==> config.mk <==
export PLATFORM = sky130hd
export DESIGN_NAME = imrb_bank
export DESIGN_NICKNAME = d
export VERILOG_FILES = /design/src/imrb_pkg.sv /design/src/imrb_bank.sv
export VERILOG_INCLUDE_DIRS = /design/src
export SDC_FILE = /design/constraint.sdc
export NUM_CORES = 1
export LEC_CHECK = 0
export ABC_AREA = 1
export ABC_CLOCK_PERIOD_IN_PS = 5000
export BUFFER_PORTS_ARGS = -buffer_cell sky130_fd_sc_hd__buf_2
export CORE_MARGIN = 4
export CORE_UTILIZATION = 25
export DETAILED_ROUTE_END_ITERATION = 8
export SETUP_SLACK_MARGIN = 0.5
export SLEW_MARGIN = 0
export SYNTH_ARGS = -nofsm -noshare
export SYNTH_HDL_FRONTEND = slang
export SYNTH_SLANG_ARGS = --single-unit
==> constraint.sdc <==
create_clock -name ref_clk -period 5 [get_ports ref_clk]
set_input_delay 1 -clock ref_clk [delete_from_list [all_inputs] [get_ports ref_clk]]
set_output_delay 1 -clock ref_clk [all_outputs]
set_load 0.1 [all_outputs]
==> src/imrb_regs.svh <==
// Register map constants for the instrument register bank.
// Assumes inclusion by the package and the design module only.
`ifndef IMRB_REGS_SVH
`define IMRB_REGS_SVH
// Coil offsets.
`define IMRB_COIL_RESTART_WARN    3'h0
`define IMRB_COIL_PUMP_STANDBY    3'h1
`define IMRB_COIL_SERVICE_CLEAR   3'h2
`define IMRB_COIL_WARN_HOLD       3'h3
`define IMRB_COIL_REBOOT          3'h4
`define IMRB_COIL_COUNT           5
// Discrete input offsets.
`define IMRB_DI_SERVICE_DUE       3'h0
`define IMRB_DI_COUNT             7
// Holding register.
`define IMRB_HR_NODE_ADDR         6'h00
`define IMRB_NODE_ADDR_RST        16'h0001
`define IMRB_NODE_ADDR_MIN        16'h0001
`define IMRB_NODE_ADDR_MAX        16'h00F7
// Input register offsets (16-bit word index, pairs hold one float).
`define IMRB_IR_RESERVOIR_P       6'h00
`define IMRB_IR_OUTLET_P          6'h02
`define IMRB_IR_SCRUB_TEMP        6'h04
`define IMRB_IR_ENCL_TEMP         6'h06
`define IMRB_IR_COMP_DUTY         6'h08
`define IMRB_IR_HEAT_DUTY         6'h0A
`define IMRB_IR_HOURS_LEFT        6'h0C
`define IMRB_IR_REF_MV            6'h0E
`define IMRB_IR_MODEL             6'h1E
`define IMRB_IR_UNIT_ID           6'h20
`define IMRB_IR_FW_PART           6'h22
`define IMRB_IR_FW_REV            6'h24
// Timing.
`define IMRB_CLK_HZ               200000000
`define IMRB_SECONDS_PER_HOUR     3600
`define IMRB_HOUR_CYCLES          (`IMRB_CLK_HZ * 64'd`IMRB_SECONDS_PER_HOUR)
`define IMRB_SERVICE_HOURS        16'd2000
`define IMRB_WARMUP_SECONDS       1800
`define IMRB_WARMUP_CYCLES        (`IMRB_CLK_HZ * 64'd`IMRB_WARMUP_SECONDS)
`define IMRB_BAUD_DEFAULT         57600
`define IMRB_DATA_BITS            8
`define IMRB_STOP_BITS            1
`endif

==> src/imrb_pkg.sv <==
// Types shared by the instrument register bank.
// Assumes imrb_regs.svh sits in the same folder.
`include "imrb_regs.svh"
package imrb_pkg;
    // Access spaces of the register protocol.
    typedef enum logic [1:0] {
        IMRB_SP_COIL    = 2'b00,
        IMRB_SP_DISC    = 2'b01,
        IMRB_SP_HOLD    = 2'b10,
        IMRB_SP_INPUT   = 2'b11
    } imrb_space_type;
    typedef struct packed {
        logic           rd;
        logic           wr;
        imrb_space_type space;
        logic [5:0]     addr;
        logic [15:0]    wdata;
    } imrb_req_type;
    typedef struct packed {
        logic        valid;
        logic        err;
        logic [15:0] rdata;
    } imrb_rsp_type;
    // Measured floats supplied by acquisition, each IEEE 754 single.
    typedef struct packed {
        logic [31:0] reservoir_p;
        logic [31:0] outlet_p;
        logic [31:0] scrub_temp;
        logic [31:0] encl_temp;
        logic [31:0] comp_duty;
        logic [31:0] heat_duty;
        logic [31:0] ref_mv;
        logic [31:0] model;
        logic [31:0] unit_id;
        logic [31:0] fw_part;
        logic [31:0] fw_rev;
    } imrb_meas_type;
    // Warning inputs from the instrument, discrete inputs 1 to 6.
    typedef struct packed {
        logic servicing;
        logic encl_shutdown;
        logic moist_shutdown;
        logic outlet_low;
        logic scrub_heat;
        logic moisture;
    } imrb_alarm_type;
    typedef enum logic [1:0] {
        IMRB_ST_WARMUP = 2'b00,
        IMRB_ST_RUN    = 2'b01,
        IMRB_ST_REBOOT = 2'b10
    } imrb_state_type;
    typedef struct packed {
        imrb_state_type state;
        logic [63:0]    warm_cnt;
        logic [63:0]    hour_cnt;
        logic [15:0]    hours_left;
        logic           restart_warn;
        logic           pump_standby;
        logic           warn_hold;
        logic           service_due;
        logic [15:0]    node_addr;
        logic           reboot_req;
        imrb_alarm_type alarm_s1;
        imrb_alarm_type alarm_s2;
        imrb_alarm_type alarm_s3;
        imrb_alarm_type alarm_q;
        imrb_rsp_type   rsp;
        logic [31:0]    hours_float;
    } imrb_st_type;
endpackage

==> src/imrb_bank.sv <==
// Register bank of the zero-air generator seen by a remote protocol master.
// Assumes a protocol front end that presents one decoded request per cycle
// and acquisition logic that supplies measured floats on the same clock.
//
// Contract
// - Restart sets restart warning coil to one.
// - Written zero or warm-up end clears warning.
// - Hold coil set blocks automatic warm-up clear.
// - Standby coil one stops pump, heater runs.
// - Standby coil zero restores pump operation.
// - Service timer counts hours, reported as float.
// - Countdown end raises service due flag.
// - Clear coil one resets flag, restarts countdown.
// - Node address defaults one, accepts 1..247.
// - New node address takes effect immediately.
// - Measurements are read-only 32-bit float pairs.
// - Serial default 57600 baud, 8E1.
`timescale 1ns/1ps
`include "imrb_regs.svh"
module imrb_bank #(
    parameter logic [63:0] WARMUP_CYCLES = `IMRB_WARMUP_CYCLES,
    parameter logic [63:0] HOUR_CYCLES   = `IMRB_HOUR_CYCLES
) (
    input  wire logic                   ref_clk,
    input  wire logic                   sys_rst,
    input  wire imrb_pkg::imrb_req_type req,
    input  wire imrb_pkg::imrb_meas_type meas,
    input  wire logic [5:0]             alarm_pins,
    output logic [15:0]                 node_addr,
    output logic                        pump_run,
    output logic                        heater_run,
    output logic                        reboot_req,
    output imrb_pkg::imrb_rsp_type      rsp
);
    import imrb_pkg::*;

    imrb_st_type r_r;
    imrb_st_type r_nxt;

    // ****************************************************************
    // Hours remaining as an IEEE 754 single.
    // ****************************************************************
    function automatic logic [31:0] to_float(input logic [15:0] v);
        logic [31:0] f;
        logic [4:0]  msb;
        logic [15:0] norm;
        f    = 32'h0000_0000;
        msb  = 5'h00;
        norm = 16'h0000;
        for (int i = 0; i < 16; i++) begin
            if (v[i]) begin
                msb = 5'(i);
            end
        end
        if (v != 16'h0000) begin
            norm = v << (5'd15 - msb);
            f    = {1'b0, 8'(8'd127 + 8'(msb)), norm[14:0], 8'h00};
        end
        return f;
    endfunction

    function automatic logic [15:0] pick(input logic [31:0] w, input logic lo);
        return lo ? w[15:0] : w[31:16];
    endfunction

    // ****************************************************************
    // Next-state logic.
    // ****************************************************************
    always_comb begin
        logic [15:0] rd;
        logic        err;
        logic        wr_coil;
        logic        wr_hold;
        rd      = 16'h0000;
        err     = 1'b0;
        r_nxt   = r_r;
        // Coil writes beyond the map are refused whole; the low address bits alone would alias.
        wr_coil = req.wr && (req.space == IMRB_SP_COIL) && (req.addr < 6'(`IMRB_COIL_COUNT));
        wr_hold = req.wr && (req.space == IMRB_SP_HOLD);

        // Alarm pins are asynchronous to ref_clk. Only the second stage reads the first,
        // and a new level is taken once the second and third stages agree.
        r_nxt.alarm_s1 = imrb_alarm_type'(alarm_pins);
        r_nxt.alarm_s2 = r_r.alarm_s1;
        r_nxt.alarm_s3 = r_r.alarm_s2;
        if (r_r.alarm_s2 == r_r.alarm_s3) begin
            r_nxt.alarm_q = r_r.alarm_s3;
        end

        unique case (r_r.state)
            IMRB_ST_WARMUP: begin
                if (r_r.warm_cnt >= WARMUP_CYCLES - 64'd1) begin
                    r_nxt.state = IMRB_ST_RUN;
                    if (!r_r.warn_hold) begin
                        r_nxt.restart_warn = 1'b0;
                    end
                end else begin
                    r_nxt.warm_cnt = r_r.warm_cnt + 64'd1;
                end
            end
            IMRB_ST_RUN: begin
            end
            IMRB_ST_REBOOT: begin
                r_nxt.state        = IMRB_ST_WARMUP;
                r_nxt.warm_cnt     = 64'd0;
                r_nxt.restart_warn = 1'b1;
                r_nxt.reboot_req   = 1'b0;
            end
            default: begin
                r_nxt.state = IMRB_ST_WARMUP;
            end
        endcase

        // Service countdown runs only while the standby coil is clear.
        if (!r_r.pump_standby && r_r.hours_left != 16'h0000) begin
            if (r_r.hour_cnt >= HOUR_CYCLES - 64'd1) begin
                r_nxt.hour_cnt   = 64'd0;
                r_nxt.hours_left = r_r.hours_left - 16'd1;
            end else begin
                r_nxt.hour_cnt = r_r.hour_cnt + 64'd1;
            end
        end
        if (r_r.hours_left == 16'h0000) begin
            r_nxt.service_due = 1'b1;
        end
        r_nxt.hours_float = to_float(r_r.hours_left);

        if (wr_coil) begin
            unique case (req.addr[2:0])
                `IMRB_COIL_RESTART_WARN: begin
                    // The restart cycle sets the warning; that set wins over a clear in the same cycle.
                    if (!req.wdata[0] && r_r.state != IMRB_ST_REBOOT) begin
                        r_nxt.restart_warn = 1'b0;
                    end
                end
                `IMRB_COIL_PUMP_STANDBY: r_nxt.pump_standby = req.wdata[0];
                `IMRB_COIL_SERVICE_CLEAR: begin
                    if (req.wdata[0]) begin
                        r_nxt.service_due = 1'b0;
                        r_nxt.hours_left  = `IMRB_SERVICE_HOURS;
                        r_nxt.hour_cnt    = 64'd0;
                    end
                end
                `IMRB_COIL_WARN_HOLD: r_nxt.warn_hold = req.wdata[0];
                `IMRB_COIL_REBOOT: begin
                    if (req.wdata[0]) begin
                        r_nxt.state      = IMRB_ST_REBOOT;
                        r_nxt.reboot_req = 1'b1;
                    end
                end
                default: err = 1'b1;
            endcase
        end
        if (req.wr && (req.space == IMRB_SP_COIL) && !wr_coil) begin
            err = 1'b1;
        end
        if (wr_hold) begin
            if (req.addr != `IMRB_HR_NODE_ADDR) begin
                err = 1'b1;
            end else if (req.wdata >= `IMRB_NODE_ADDR_MIN && req.wdata <= `IMRB_NODE_ADDR_MAX) begin
                r_nxt.node_addr = req.wdata;
            end else begin
                err = 1'b1;
            end
        end
        if (req.wr && (req.space == IMRB_SP_DISC || req.space == IMRB_SP_INPUT)) begin
            err = 1'b1;
        end

        if (req.rd) begin
            unique case (req.space)
                IMRB_SP_COIL: begin
                    if (req.addr < 6'(`IMRB_COIL_COUNT)) begin
                        rd = {11'h000, 1'b0, r_r.warn_hold, 1'b0, r_r.pump_standby, r_r.restart_warn} >>
                             req.addr[2:0];
                        rd = {15'h0000, rd[0]};
                    end else begin
                        err = 1'b1;
                    end
                end
                IMRB_SP_DISC: begin
                    if (req.addr < 6'(`IMRB_DI_COUNT)) begin
                        rd = {9'h000, r_r.alarm_q, r_r.service_due} >> req.addr[2:0];
                        rd = {15'h0000, rd[0]};
                    end else begin
                        err = 1'b1;
                    end
                end
                IMRB_SP_HOLD: begin
                    if (req.addr == `IMRB_HR_NODE_ADDR) begin
                        rd = r_r.node_addr;
                    end else begin
                        err = 1'b1;
                    end
                end
                IMRB_SP_INPUT: begin
                    // High word at the even address, low word at the odd one.
                    unique case ({req.addr[5:1], 1'b0})
                        `IMRB_IR_RESERVOIR_P: rd = pick(meas.reservoir_p, req.addr[0]);
                        `IMRB_IR_OUTLET_P:    rd = pick(meas.outlet_p, req.addr[0]);
                        `IMRB_IR_SCRUB_TEMP:  rd = pick(meas.scrub_temp, req.addr[0]);
                        `IMRB_IR_ENCL_TEMP:   rd = pick(meas.encl_temp, req.addr[0]);
                        `IMRB_IR_COMP_DUTY:   rd = pick(meas.comp_duty, req.addr[0]);
                        `IMRB_IR_HEAT_DUTY:   rd = pick(meas.heat_duty, req.addr[0]);
                        `IMRB_IR_HOURS_LEFT:  rd = pick(r_r.hours_float, req.addr[0]);
                        `IMRB_IR_REF_MV:      rd = pick(meas.ref_mv, req.addr[0]);
                        `IMRB_IR_MODEL:       rd = pick(meas.model, req.addr[0]);
                        `IMRB_IR_UNIT_ID:     rd = pick(meas.unit_id, req.addr[0]);
                        `IMRB_IR_FW_PART:     rd = pick(meas.fw_part, req.addr[0]);
                        `IMRB_IR_FW_REV:      rd = pick(meas.fw_rev, req.addr[0]);
                        default:              err = 1'b1;
                    endcase
                end
                default: err = 1'b1;
            endcase
        end
        r_nxt.rsp.valid = req.rd || req.wr;
        r_nxt.rsp.err   = err;
        r_nxt.rsp.rdata = rd;
    end

    // ****************************************************************
    // State register.
    // ****************************************************************
    always_ff @(posedge ref_clk) begin
        if (sys_rst) begin
            r_r              <= '0;
            r_r.state        <= IMRB_ST_WARMUP;
            r_r.restart_warn <= 1'b1;
            r_r.node_addr    <= `IMRB_NODE_ADDR_RST;
            r_r.hours_left   <= `IMRB_SERVICE_HOURS;
        end else begin
            r_r <= r_nxt;
        end
    end

    // Pump stops in standby while the heater keeps the scrubber warm.
    always_ff @(posedge ref_clk) begin
        if (sys_rst) begin
            pump_run   <= 1'b0;
            heater_run <= 1'b0;
        end else begin
            pump_run   <= !r_nxt.pump_standby && r_nxt.state != IMRB_ST_REBOOT;
            heater_run <= r_nxt.state != IMRB_ST_REBOOT;
        end
    end

    assign node_addr  = r_r.node_addr;
    assign reboot_req = r_r.reboot_req;
    assign rsp        = r_r.rsp;

    function automatic logic wr_zero();
        return req.wr && req.space == IMRB_SP_COIL && req.addr == 6'h00 && !req.wdata[0];
    endfunction
    function automatic logic clr_due();
        return req.wr && req.space == IMRB_SP_COIL && req.addr == 6'h02 && req.wdata[0];
    endfunction
endmodule

==> results of run 1 <==
[how the worst max path moves through the flow]
stage | end | slack, ns | cells past startpoint
after floorplan | node_addr[5] | 2.38 | 10
after global placement | rsp[12] | 1.26 | 9
after detailed placement | rsp[12] | 1.27 | 9
after CTS | rsp[12] | 1.84 | 9
after global routing | rsp[12] | 1.21 | 9
final | rsp[12] | 1.37 | 9
[routing by layer]
layer / up-vias / routed length, um / track usage
li1: 8024 / - / -
met1: 7547 / 25010 / 0.2373
met2: 749 / 31460 / 0.3562
met3: 178 / 4995 / 0.03249
met4: 4 / 5571 / 0.1492
met5: - / 27 / 0
[worst max-delay path: stages]
cell and delay, ns:
buf_4 0.49, inv_4 0.36, buf_4 0.35, nand2_1 0.09, a21oi_1 0.10, nor4_1 1.19, nand3_1 0.16, nand2_1 0.12
a21oi_1 0.08
[stage by stage]
step / area, um^2 / instances / power [mW] / hold slack, ns / utilization
floorplan: 14090 / 2239 / 2.155 / 0.3883 / -
global route: 17550 / 3349 / 4.552 / 0.4103 / 0.3167
detailed placement: 16650 / 3298 / 2.420 / 0.3924 / 0.3004
global placement: 16650 / 3298 / 2.423 / 0.3930 / 0.3004
CTS: 17530 / 3343 / 4.432 / 0.4010 / 0.3164
finish: 17560 / 3353 / 4.401 / 0.4003 / 0.3169
[power by group through the flow]
stage	clock network [mW]	registers [mW]	logic (mW)
after floorplan	0	1.93	0.220
after global placement	0	1.93	0.492
after detailed placement	0	1.93	0.488
after CTS	2.05	1.89	0.491
after global routing	2.12	1.89	0.540
final	2.01	1.89	0.502
[state kept, by name, indices dropped and copies added, names as in the netlist]
name / count
pump_run: 1
rsp: 18
heater_run: 1
r_r: 184
reboot_req: 1
r_nxt: 12
node_addr: 16
[kinds of logic (layout without fill, tap and decap cells)]
logic type               Yosys count  count (layout)
other                              0              10
AO/OA/AOI/OAI                    357             357
adder cells (fa/ha/maj)            5               5
buffers and inverters            354             710
flip-flops                       233             233
XOR/XNOR                          47              47
AND/OR/NAND/NOR                 1243            1243
[layout by cell type, fill, tap and decap left out, types with 4 or more instances in the layout]
cell / instances
o211ai_1: 7
buf_4: 21
nor3_1: 48
clkinv_2: 9
a211oi_1: 4
nand2_1: 633
clkbuf_16: 27
nor4_1: 62
nand3_1: 149
o21ai_0: 46
o311ai_0: 25
nor2_4: 4
diode_2: 10
a31oi_1: 7
nand2_2: 5
nor3_2: 5
ha_1: 5
dfxtp_1: 233
a21oi_1: 215
inv_1: 202
o21ai_1: 13
nand4_1: 40
clkbuf_8: 5
nor2_1: 262
xnor2_1: 8
buf_2: 421
a22oi_1: 16
nor2_2: 10
xor2_1: 39
inv_2: 18
a22o_1: 8
[area by class of cell]
type	count	share of cell area
antenna	10	0.001425
clock buffer	33	0.04261
clock inverter	12	0.007909
inverter	222	0.04767
multi-input combinational	1652	0.4513
sequential	233	0.2656
tap	748	0.05330
timing repair buffer	443	0.1301
==> impl_metrics.env, run 1 <==
export IMPL_seqPwrFrac=0.430
export IMPL_clock_sinks=233
export IMPL_initial_core_util=0.2543
export IMPL_worstPathMaxFanout=53
export IMPL_p_comb_frac=0.114
export IMPL_syn_area_per_cell_um2=6.294
export IMPL_powerDensity_nw_per_um2=250.6
export IMPL_leakagePower_nw=7.695
export IMPL_yosysWarnings=0
export IMPL_synthToLayoutAreaGrowth_pct=24.60
export IMPL_route_detailed_drc=0
export IMPL_hpwl_um=53030
export IMPL_crit_arrival_ns=4.03
export IMPL_worstReg2RegStart="r_r[95]"
export IMPL_netlist_instances=2239
export IMPL_htreeDepth=1
export IMPL_numCtsBuffers=26
export IMPL_setup_ws_ns=1.372
export IMPL_holdBufCountCts=0
export IMPL_pin_count=423
export IMPL_startpoint="req[16]"
export IMPL_rrSetupSlack_ns=1.94
export IMPL_cts_resized=0
export IMPL_insertion_delay_ns=0.55
export IMPL_synth_seq_cells=233
export IMPL_synth_top_area_share=0.3310
export IMPL_synth_compound_area_frac=0.1457
export IMPL_die_h_um=245.4
export IMPL_drt_wl_total_um=67060
export IMPL_peakVddDrop_v=0.0002670
export IMPL_rsz0062_at_grt="no"
export IMPL_ys_seq_area_frac=0.3310
export IMPL_critPathKind="primary input to flip-flop"
export IMPL_hold_viol=0
export IMPL_std_cell_rows=86
export IMPL_holdPathEnd="r_nxt[58]"
export IMPL_worst_r2r_path_depth=15
export IMPL_crit_required_ns=5.40
export IMPL_fmax_ghz=0.2757
export IMPL_clkTransAtPathRegs_ns=0.07
export IMPL_vias=16500
export IMPL_setup_violations=0
export IMPL_crit_path_start_kind="primary input"
export IMPL_synthAdderAreaFrac=0.004439
export IMPL_internal_power_mw=3.268
export IMPL_grt_first_pass_wirelength_um=97020
export IMPL_period_share=0.7255
export IMPL_final_nets=2969
export IMPL_grt_ovfl_total=0
export IMPL_cts_buffer_depth=3
export IMPL_place_congestion=1.064
export IMPL_synth_simple_gate_area_frac=0.3827
export IMPL_die_x_um=245.4
export IMPL_postCtsSetupBuffers=0
export IMPL_core_area_um2=55420
export IMPL_report_final_slew_viol_count=2
export IMPL_fillers=6174
export IMPL_yosys_mux_area_fraction=0
export IMPL_setup_tns_ns=0
export IMPL_worstMarginPinSlew_ns=1.591
export IMPL_antenna_found_initial=13
export IMPL_dr_pass1_iters=6
export IMPL_io_buffers=422
export IMPL_critPathCaptureType="flip-flop"
export IMPL_switching_share=0.2575
export IMPL_dieArea_um2=60230
export IMPL_synth_largest_area_cell="dfxtp_1"
export IMPL_clock_root_buffer="clkbuf_16"
export IMPL_hold_depth=2
export IMPL_synth_top_family_by_area="simple AND/OR/NAND/NOR gates"
export IMPL_synth_fp_nets=2630
export IMPL_layout_drive_gt1_share=0.2092
export IMPL_multiInputGateArea_um2=7925
export IMPL_min_period_ns=3.628
export IMPL_synth_commonest_cells="nand2_1, nor2_1, dfxtp_1"
export IMPL_status="complete, but fails checks"
export IMPL_synthXorXnorAreaFrac=0.02921
export IMPL_cap_violations=1
export IMPL_final_antenna_net_count=0
export IMPL_clkPwrFrac=0.456
export IMPL_switchingPower_mw=1.133
export IMPL_hold_path_class="flip-flop to flip-flop"
export IMPL_yosys_cell_count_top_type="nand2_1"
export IMPL_vias_per_cell=4.922
export IMPL_synth_area_um2=14090
export IMPL_grt_max_degree=114
export IMPL_seq_area_um2=4664
export IMPL_cts_tree="yes"
export IMPL_synth_area_leaders="dfxtp_1, nand2_1, a21oi_1"
export IMPL_hold_start="r_nxt[64]"
export IMPL_violations="capacitance limit, slew limit"
export IMPL_timing_rr_end="r_r[149]"
export IMPL_synth_cell_type_count=57
export IMPL_track_usage=0.2086
export IMPL_max_slew_margin=-0.07043
export IMPL_place_ws_ns=1.269
export IMPL_fin_skew_ns=0.03055
export IMPL_synth_edf_count=0
export IMPL_async_reset_ff_frac=0
export IMPL_synth_main_ff_cell="dfxtp_1"
export IMPL_drtIter0Drc=1431
export IMPL_routedWlPerCell_um=20.00
export IMPL_first_global_vias=15710
(Power assumes the default switching activity.)
==> run 2: changes to the inputs <==
--- a/config.mk
+++ b/config.mk
@@ -6,8 +6,8 @@
 export SDC_FILE = /design/constraint.sdc
 export NUM_CORES = 1
 export LEC_CHECK = 0
-export ABC_AREA = 1
-export ABC_CLOCK_PERIOD_IN_PS = 5000
+export ABC_AREA = 0
+export ABC_CLOCK_PERIOD_IN_PS = 3300
 export BUFFER_PORTS_ARGS = -buffer_cell sky130_fd_sc_hd__buf_2
 export CORE_MARGIN = 4
 export CORE_UTILIZATION = 25
==> constraint.sdc (replaced) <==
create_clock -name ref_clk -period 3.3 [get_ports ref_clk]
set_input_delay 0.66 -clock ref_clk [delete_from_list [all_inputs] [get_ports ref_clk]]
set_output_delay 0.66 -clock ref_clk [all_outputs]
set_load 0.1 [all_outputs]
==> run 2 against run 1 <==
The flow now finishes without violations. Worst hold slack lost 0.063 ns. Register-to-register slack lost 1.3 ns. Synthesized area shrank 6.2%. Combinational power grew 56%. Sequential cell count is the same. Clock power grew 54%. Global-route usage shrank 2.7 points. Die area shrank 6.0%. Sequential power grew 51%. Final cell count shrank 20%. Non-clock buffer count grew 49. Largest cell class unchanged.
==> impl_metrics.env, run 2 <==
export IMPL_status="finished, final reports clean"
export IMPL_drt_wl_total_um=55250
export IMPL_pin_count=423
export IMPL_synth_main_ff_cell="dfxtp_1"
export IMPL_worst_r2r_path_depth=7
export IMPL_min_period_ns=2.710
export IMPL_vias_per_cell=5.058
export IMPL_hold_path_class="primary input to flip-flop"
export IMPL_synth_edf_count=0
export IMPL_regMostFlops="r_r"
export IMPL_yosysWarnings=0
export IMPL_dr_pass1_iters=5
export IMPL_netlist_instances=1568
export IMPL_cts_buffer_depth=3
export IMPL_cap_violations=0
export IMPL_core_area_um2=51820
export IMPL_worstPathMaxFanout=8
export IMPL_synth_seq_cells=233
export IMPL_cp_slowest_cell="or4_4"
export IMPL_critical_path_top_delay_family="simple AND/OR/NAND/NOR gates"
export IMPL_placed_cells=2605
export IMPL_synth_cell_type_count=77
export IMPL_async_reset_ff_frac=0
export IMPL_numCtsBuffers=26
export IMPL_grt_ovfl_total=0
export IMPL_synth_area_leaders="dfxtp_1, mux2i_1, nor2_1"
export IMPL_layout_commonest_cell="buf_2"
export IMPL_hold_start="alarm_pins[2]"
export IMPL_fmax_ghz=0.3691
export IMPL_slowest_delay_ns=0.45
export IMPL_worst_path_buf_inv=0
export IMPL_synth_fp_nets=1959
export IMPL_vias=13500
export IMPL_layout_cells_non_filler=2670
export IMPL_clock_sinks=233
export IMPL_report_final_slew_viol_count=0
export IMPL_crit_path_start_kind="flip-flop"
export IMPL_synth_top_area_share=0.3530
export IMPL_yosys_cell_count_top_type="dfxtp_1"
export IMPL_peakVddDrop_v=0.0003113
export IMPL_final_cell_mix="buf_2, dfxtp_1, nor2_1, mux2i_1, nand2_1"
export IMPL_htreeDepth=1
export IMPL_leakagePower_nw=7.413
export IMPL_rrSetupSlack_ns=0.59
export IMPL_antenna_found_initial=18
export IMPL_place_congestion=1.007
export IMPL_critPathCaptureType="flip-flop"
export IMPL_crit_arrival_ns=3.12
export IMPL_syn_area_per_cell_um2=8.426
export IMPL_routedWlPerCell_um=20.69
export IMPL_worstMarginPinSlew_ns=1.049
export IMPL_drtIter0Drc=877
export IMPL_fillers=5426
export IMPL_grt_first_pass_wirelength_um=81050
export IMPL_ys_seq_area_frac=0.3530
export IMPL_first_global_vias=13410
export IMPL_std_cell_rows=83
export IMPL_setup_violations=0
export IMPL_clkTransAtPathRegs_ns=0.07
export IMPL_clock_root_buffer="clkbuf_16"
export IMPL_setup_tns_ns=0
export IMPL_layout_drive_gt1_share=0.2888
export IMPL_die_h_um=237.9
export IMPL_track_usage=0.1818
export IMPL_timing_rr_end="r_r[21]"
export IMPL_powerDensity_nw_per_um2=393.0
export IMPL_hold_viol=0
export IMPL_hpwl_um=44810
export IMPL_place_ws_ns=0.2211
export IMPL_setup_ws_ns=0.5904
export IMPL_dieArea_um2=56590
export IMPL_holdPathEnd="r_nxt[64]"
export IMPL_io_buffers=422
export IMPL_period_share=0.8211
export IMPL_final_nets=2349
export IMPL_fin_util=0.3305
export IMPL_rsz0062_at_grt="no"
export IMPL_die_x_um=237.9
export IMPL_route_detailed_drc=0
export IMPL_synthToLayoutAreaGrowth_pct=29.64
export IMPL_synth_area_um2=13210
export IMPL_multiInputGateArea_um2=7812
export IMPL_initial_core_util=0.2550
export IMPL_max_slew_margin=0.2945
export IMPL_synth_largest_area_cell="dfxtp_1"
export IMPL_crit_required_ns=3.71
export IMPL_fin_skew_ns=0.01216
export IMPL_hold_depth=2
export IMPL_cts_tree="yes"
export IMPL_crit_chain="or2_0 -> or4_4 -> o221ai_4 -> mux2_2 -> and2_1 -> a221o_1 -> a311o_1"
export IMPL_final_antenna_net_count=0
export IMPL_hold_slack_ns=0.3374
export IMPL_grt_max_degree=61
export IMPL_critPathKind="flip-flop to flip-flop"
export IMPL_worstReg2RegStart="r_r[108]"
export IMPL_seq_area_um2=4666
export IMPL_insertion_delay_ns=0.54
export IMPL_largest_reg_flops=184
export IMPL_synth_commonest_cells="dfxtp_1, nor2_1, mux2i_1"
==> run 2: changes by cell type after synthesis, moves of 70 or more <==
| cell | previous run | this run |
|---|---|---|
| nor2_1 | 262 | 182 |
| nand2_1 | 633 | 94 |
| o22ai_1 | 0 | 70 |
| nand3_1 | 149 | 43 |
| inv_1 | 202 | 31 |
| a21oi_1 | 215 | 50 |
| mux2i_1 | 0 | 168 |
==> run 2: per-layer routing <==
metal  global-route usage  vias to the layer above  wire length, um
met5                    0                        -                7
met4               0.1033                        2             3058
met3              0.02797                      121             3332
met2               0.3244                      511            27940
met1               0.2066                     6397            20910
li1                     -                     6473                -
==> run 2: logic make-up (layout without fill, tap and decap cells) <==
kind of cell    after synthesis  count (layout)  synth area share
fa+ha+maj                     5               5          0.004735
other cells                   0              13                 0
flops                       233             233            0.3530
mux                         174             174            0.1326
simple gates                623             623            0.2427
xor+xnor                     86              86           0.05701
buf+inv                     161             570           0.06184
compound gates              286             286            0.1481
==> run 2: how the worst max path moves through the flow <==
stage / startpoint / endpoint / slack, ns / cells after the start
final: r_r[108] / r_r[21] / 0.59 / 7
after global routing: r_r[96] / r_r[174] / 0.50 / 10
after CTS: r_r[95] / r_r[136] / 0.51 / 11
after detailed placement: req[16] / rsp[13] / 0.22 / 7
after global placement: req[16] / rsp[8] / 0.25 / 6
after floorplan: req[16] / rsp[4] / 0.56 / 9
==> run 2: repair_timing <==
item,4_1_cts,5_1_grt
endpoints found under the setup margin,1,70
buffers inserted,0,5
hold buffers,0,0
resized for setup,1,14
pin swaps,0,4
==> run 2: power breakdown <==
group	switching [mW]	internal, mW	leakage, nW	total, mW
clock	1.21	1.89	0.444	3.10
combinational	0.431	0.350	5.08	0.781
sequential	0.0156	2.84	1.89	2.85
total	1.66	5.07	7.41	6.73
==> run 2: per-stage QoR <==
| step | area (um^2) | power, mW |
|---|---|---|
| after global routing | 17120 | 6.978 |
| after detailed placement | 16050 | 3.692 |
| final | 17130 | 6.731 |
| after CTS | 16970 | 6.808 |
| after global placement | 16050 | 3.687 |
| after floorplan | 13210 | 3.272 |
==> run 2: cell type report <==
cell class,instances,area share
multi-input cells,1174,0.4561
flip-flops and latches,233,0.2724
repair buffers,492,0.1595
well taps,680,0.04967
clock buffers,36,0.04310
clock inverters,11,0.01059
inverters,31,0.006793
diodes,13,0.001899
==> run 3: changes to the inputs <==
--- a/config.mk
+++ b/config.mk
@@ -7,7 +7,7 @@
 export NUM_CORES = 1
 export LEC_CHECK = 0
 export ABC_AREA = 0
-export ABC_CLOCK_PERIOD_IN_PS = 3300
+export ABC_CLOCK_PERIOD_IN_PS = 2700
 export BUFFER_PORTS_ARGS = -buffer_cell sky130_fd_sc_hd__buf_2
 export CORE_MARGIN = 4
 export CORE_UTILIZATION = 25
==> constraint.sdc (replaced) <==
create_clock -name ref_clk -period 2.7 [get_ports ref_clk]
set_input_delay 0.54 -clock ref_clk [delete_from_list [all_inputs] [get_ports ref_clk]]
set_output_delay 0.54 -clock ref_clk [all_outputs]
set_load 0.1 [all_outputs]
==> run 3 against run 2 <==
Largest cell class unchanged. First-iteration DRC count up 2.6%. Sequential power up 22%. Die area unchanged.
==> impl_metrics.env, run 3 (synthesized netlist as in run 2, its figures left out) <==
export IMPL_vias=13980
export IMPL_route_detailed_drc=0
export IMPL_track_usage=0.1885
export IMPL_drtIter0Drc=900
export IMPL_initial_core_util=0.2550
export IMPL_crit_path_start_kind="flip-flop"
export IMPL_std_cell_rows=83
export IMPL_fin_area_um2=18780
export IMPL_vias_per_cell=5.063
export IMPL_switching_share=0.2530
export IMPL_holdBufCountCts=0
export IMPL_seqPwrFrac=0.432
export IMPL_setup_ws_ns=0.2868
export IMPL_critPathKind="flip-flop to flip-flop"
export IMPL_io_buffers=422
export IMPL_clkTransAtPathRegs_ns=0.06
export IMPL_period_share=0.8938
export IMPL_crit_required_ns=3.13
export IMPL_critPathCaptureType="flip-flop"
export IMPL_drt_wl_total_um=58250
export IMPL_die_x_um=237.9
export IMPL_htreeDepth=1
export IMPL_hold_viol=0
export IMPL_grt_ovfl_total=0
export IMPL_final_antenna_net_count=0
export IMPL_insertion_delay_ns=0.54
export IMPL_core_area_um2=51820
export IMPL_regMostFlops="r_r"
export IMPL_powerDensity_nw_per_um2=429.4
export IMPL_layout_drive_gt1_share=0.3910
export IMPL_switchingPower_mw=2.040
export IMPL_p_comb_frac=0.125
export IMPL_layout_commonest_cell="buf_2"
export IMPL_largest_reg_flops=184
export IMPL_worstPathMaxFanout=4
export IMPL_cts_buffer_depth=3
export IMPL_grt_max_degree=34
export IMPL_numCtsBuffers=26
export IMPL_placed_area_um2=16500
export IMPL_clkPwrFrac=0.443
export IMPL_cts_tree="yes"
export IMPL_fmax_ghz=0.4144
export IMPL_dieArea_um2=56590
export IMPL_hpwl_um=45630
export IMPL_place_congestion=0.9869
export IMPL_final_nets=2446
export IMPL_placed_cells=2648
export IMPL_layout_cells_non_filler=2762
export IMPL_routedWlPerCell_um=21.09
export IMPL_rsz0062_at_grt="yes"
export IMPL_report_final_slew_viol_count=0
export IMPL_dr_pass1_iters=5
export IMPL_antenna_found_initial=12
export IMPL_pin_count=423
export IMPL_peakVddDrop_v=0.0004278
export IMPL_min_period_ns=2.413
export IMPL_status="finished, final reports clean"
export IMPL_leakagePower_nw=8.145
export IMPL_clock_root_buffer="clkbuf_16"
export IMPL_fin_skew_ns=0.009363
export IMPL_clock_sinks=233
export IMPL_synthToLayoutAreaGrowth_pct=42.14
export IMPL_cap_violations=0
export IMPL_grt_first_pass_wirelength_um=83880
export IMPL_worstMarginPinSlew_ns=0.6855
export IMPL_max_slew_margin=0.5395
export IMPL_final_cell_mix="buf_2, dfxtp_1, nor2_1, mux2i_1, buf_4"
export IMPL_setup_violations=0
export IMPL_internal_power_mw=6.025
export IMPL_first_global_vias=13760
export IMPL_place_ws_ns=-0.07953
export IMPL_hold_path_class="primary input to flip-flop"
export IMPL_total_power_mw=8.065
export IMPL_die_h_um=237.9
export IMPL_crit_arrival_ns=2.84
==> run 3: changes by cell type in the layout (fill, tap and decap cells not counted), moves of 11 or more <==
cell     change
nor4_1      -22
nor3_1      -18
dfxtp_1     -34
buf_4       +81
nor4_4      +17
nor2_1      -12
nor3_2      +11
dfxtp_2     +27
==> run 3: worst max-delay path, stage by stage, from the launching register on <==
cell,delay (ns)
dfxtp_1,0.31
or2_1,0.24
or4_4,0.44
o221ai_4,0.25
mux2_4,0.34
and2_4,0.15
a221o_1,0.29
a311o_1,0.27
==> run 3: power groups by stage <==
stage | combinational, mW | sequential (mW) | clock [mW]
final | 1.01 | 3.49 | 3.57
after global routing | 1.07 | 3.49 | 3.80
after CTS | 0.994 | 3.49 | 3.67
after detailed placement | 0.972 | 3.57 | 0
after global placement | 0.965 | 3.57 | 0
after floorplan | 0.445 | 3.57 | 0
==> run 3: stage by stage <==
step	hold WS, ns	util	TNS [ns]
detailed placement	0.4247	0.3185	-0.07953
global route	0.2009	0.3622	0
CTS	0.1838	0.3452	0
global placement	0.4310	0.3185	-0.03254
floorplan	0.4138	-	0
finish	0.2124	0.3624	0
==> run 3: worst paths after layout <==
path | startpoint | to | slack (ns) | depth (start not counted)
worst max-delay path | r_r[108] | r_r[21] | 0.29 | 7
worst min-delay path | alarm_pins[1] | r_nxt[63] | 0.21 | 2
worst max register to register | r_r[108] | r_r[21] | 0.29 | 7
worst min register to register | r_nxt[66] | r_nxt[60] | 0.44 | 1
==> run 3: what timing repair did <==
action	4_1_cts	5_1_grt
buffers inserted	18	34
gates cloned	3	4
setup endpoints to repair	108	126
resized for setup	70	145
pin swaps	20	61
==> run 3: cell type report <==
| type | count | area [um^2] |
|---|---|---|
| clock inverters | 11 | 98.84 |
| multi-input cells | 1175 | 8650 |
| diodes | 8 | 20.02 |
| flip-flops and latches | 233 | 4726 |
| clock buffers | 36 | 769.5 |
| well taps | 680 | 850.8 |
| inverters | 31 | 123.9 |
| fillers | 5297 | 33040 |
| repair buffers | 588 | 3542 |
==> run 3: layer usage <==
metal | share of wire | track usage
met1 | 0.38 | 0.2111
met2 | 0.51 | 0.3524
met3 | 0.055 | 0.02820
met4 | 0.055 | 0.08316
met5 | 0.00077 | 0
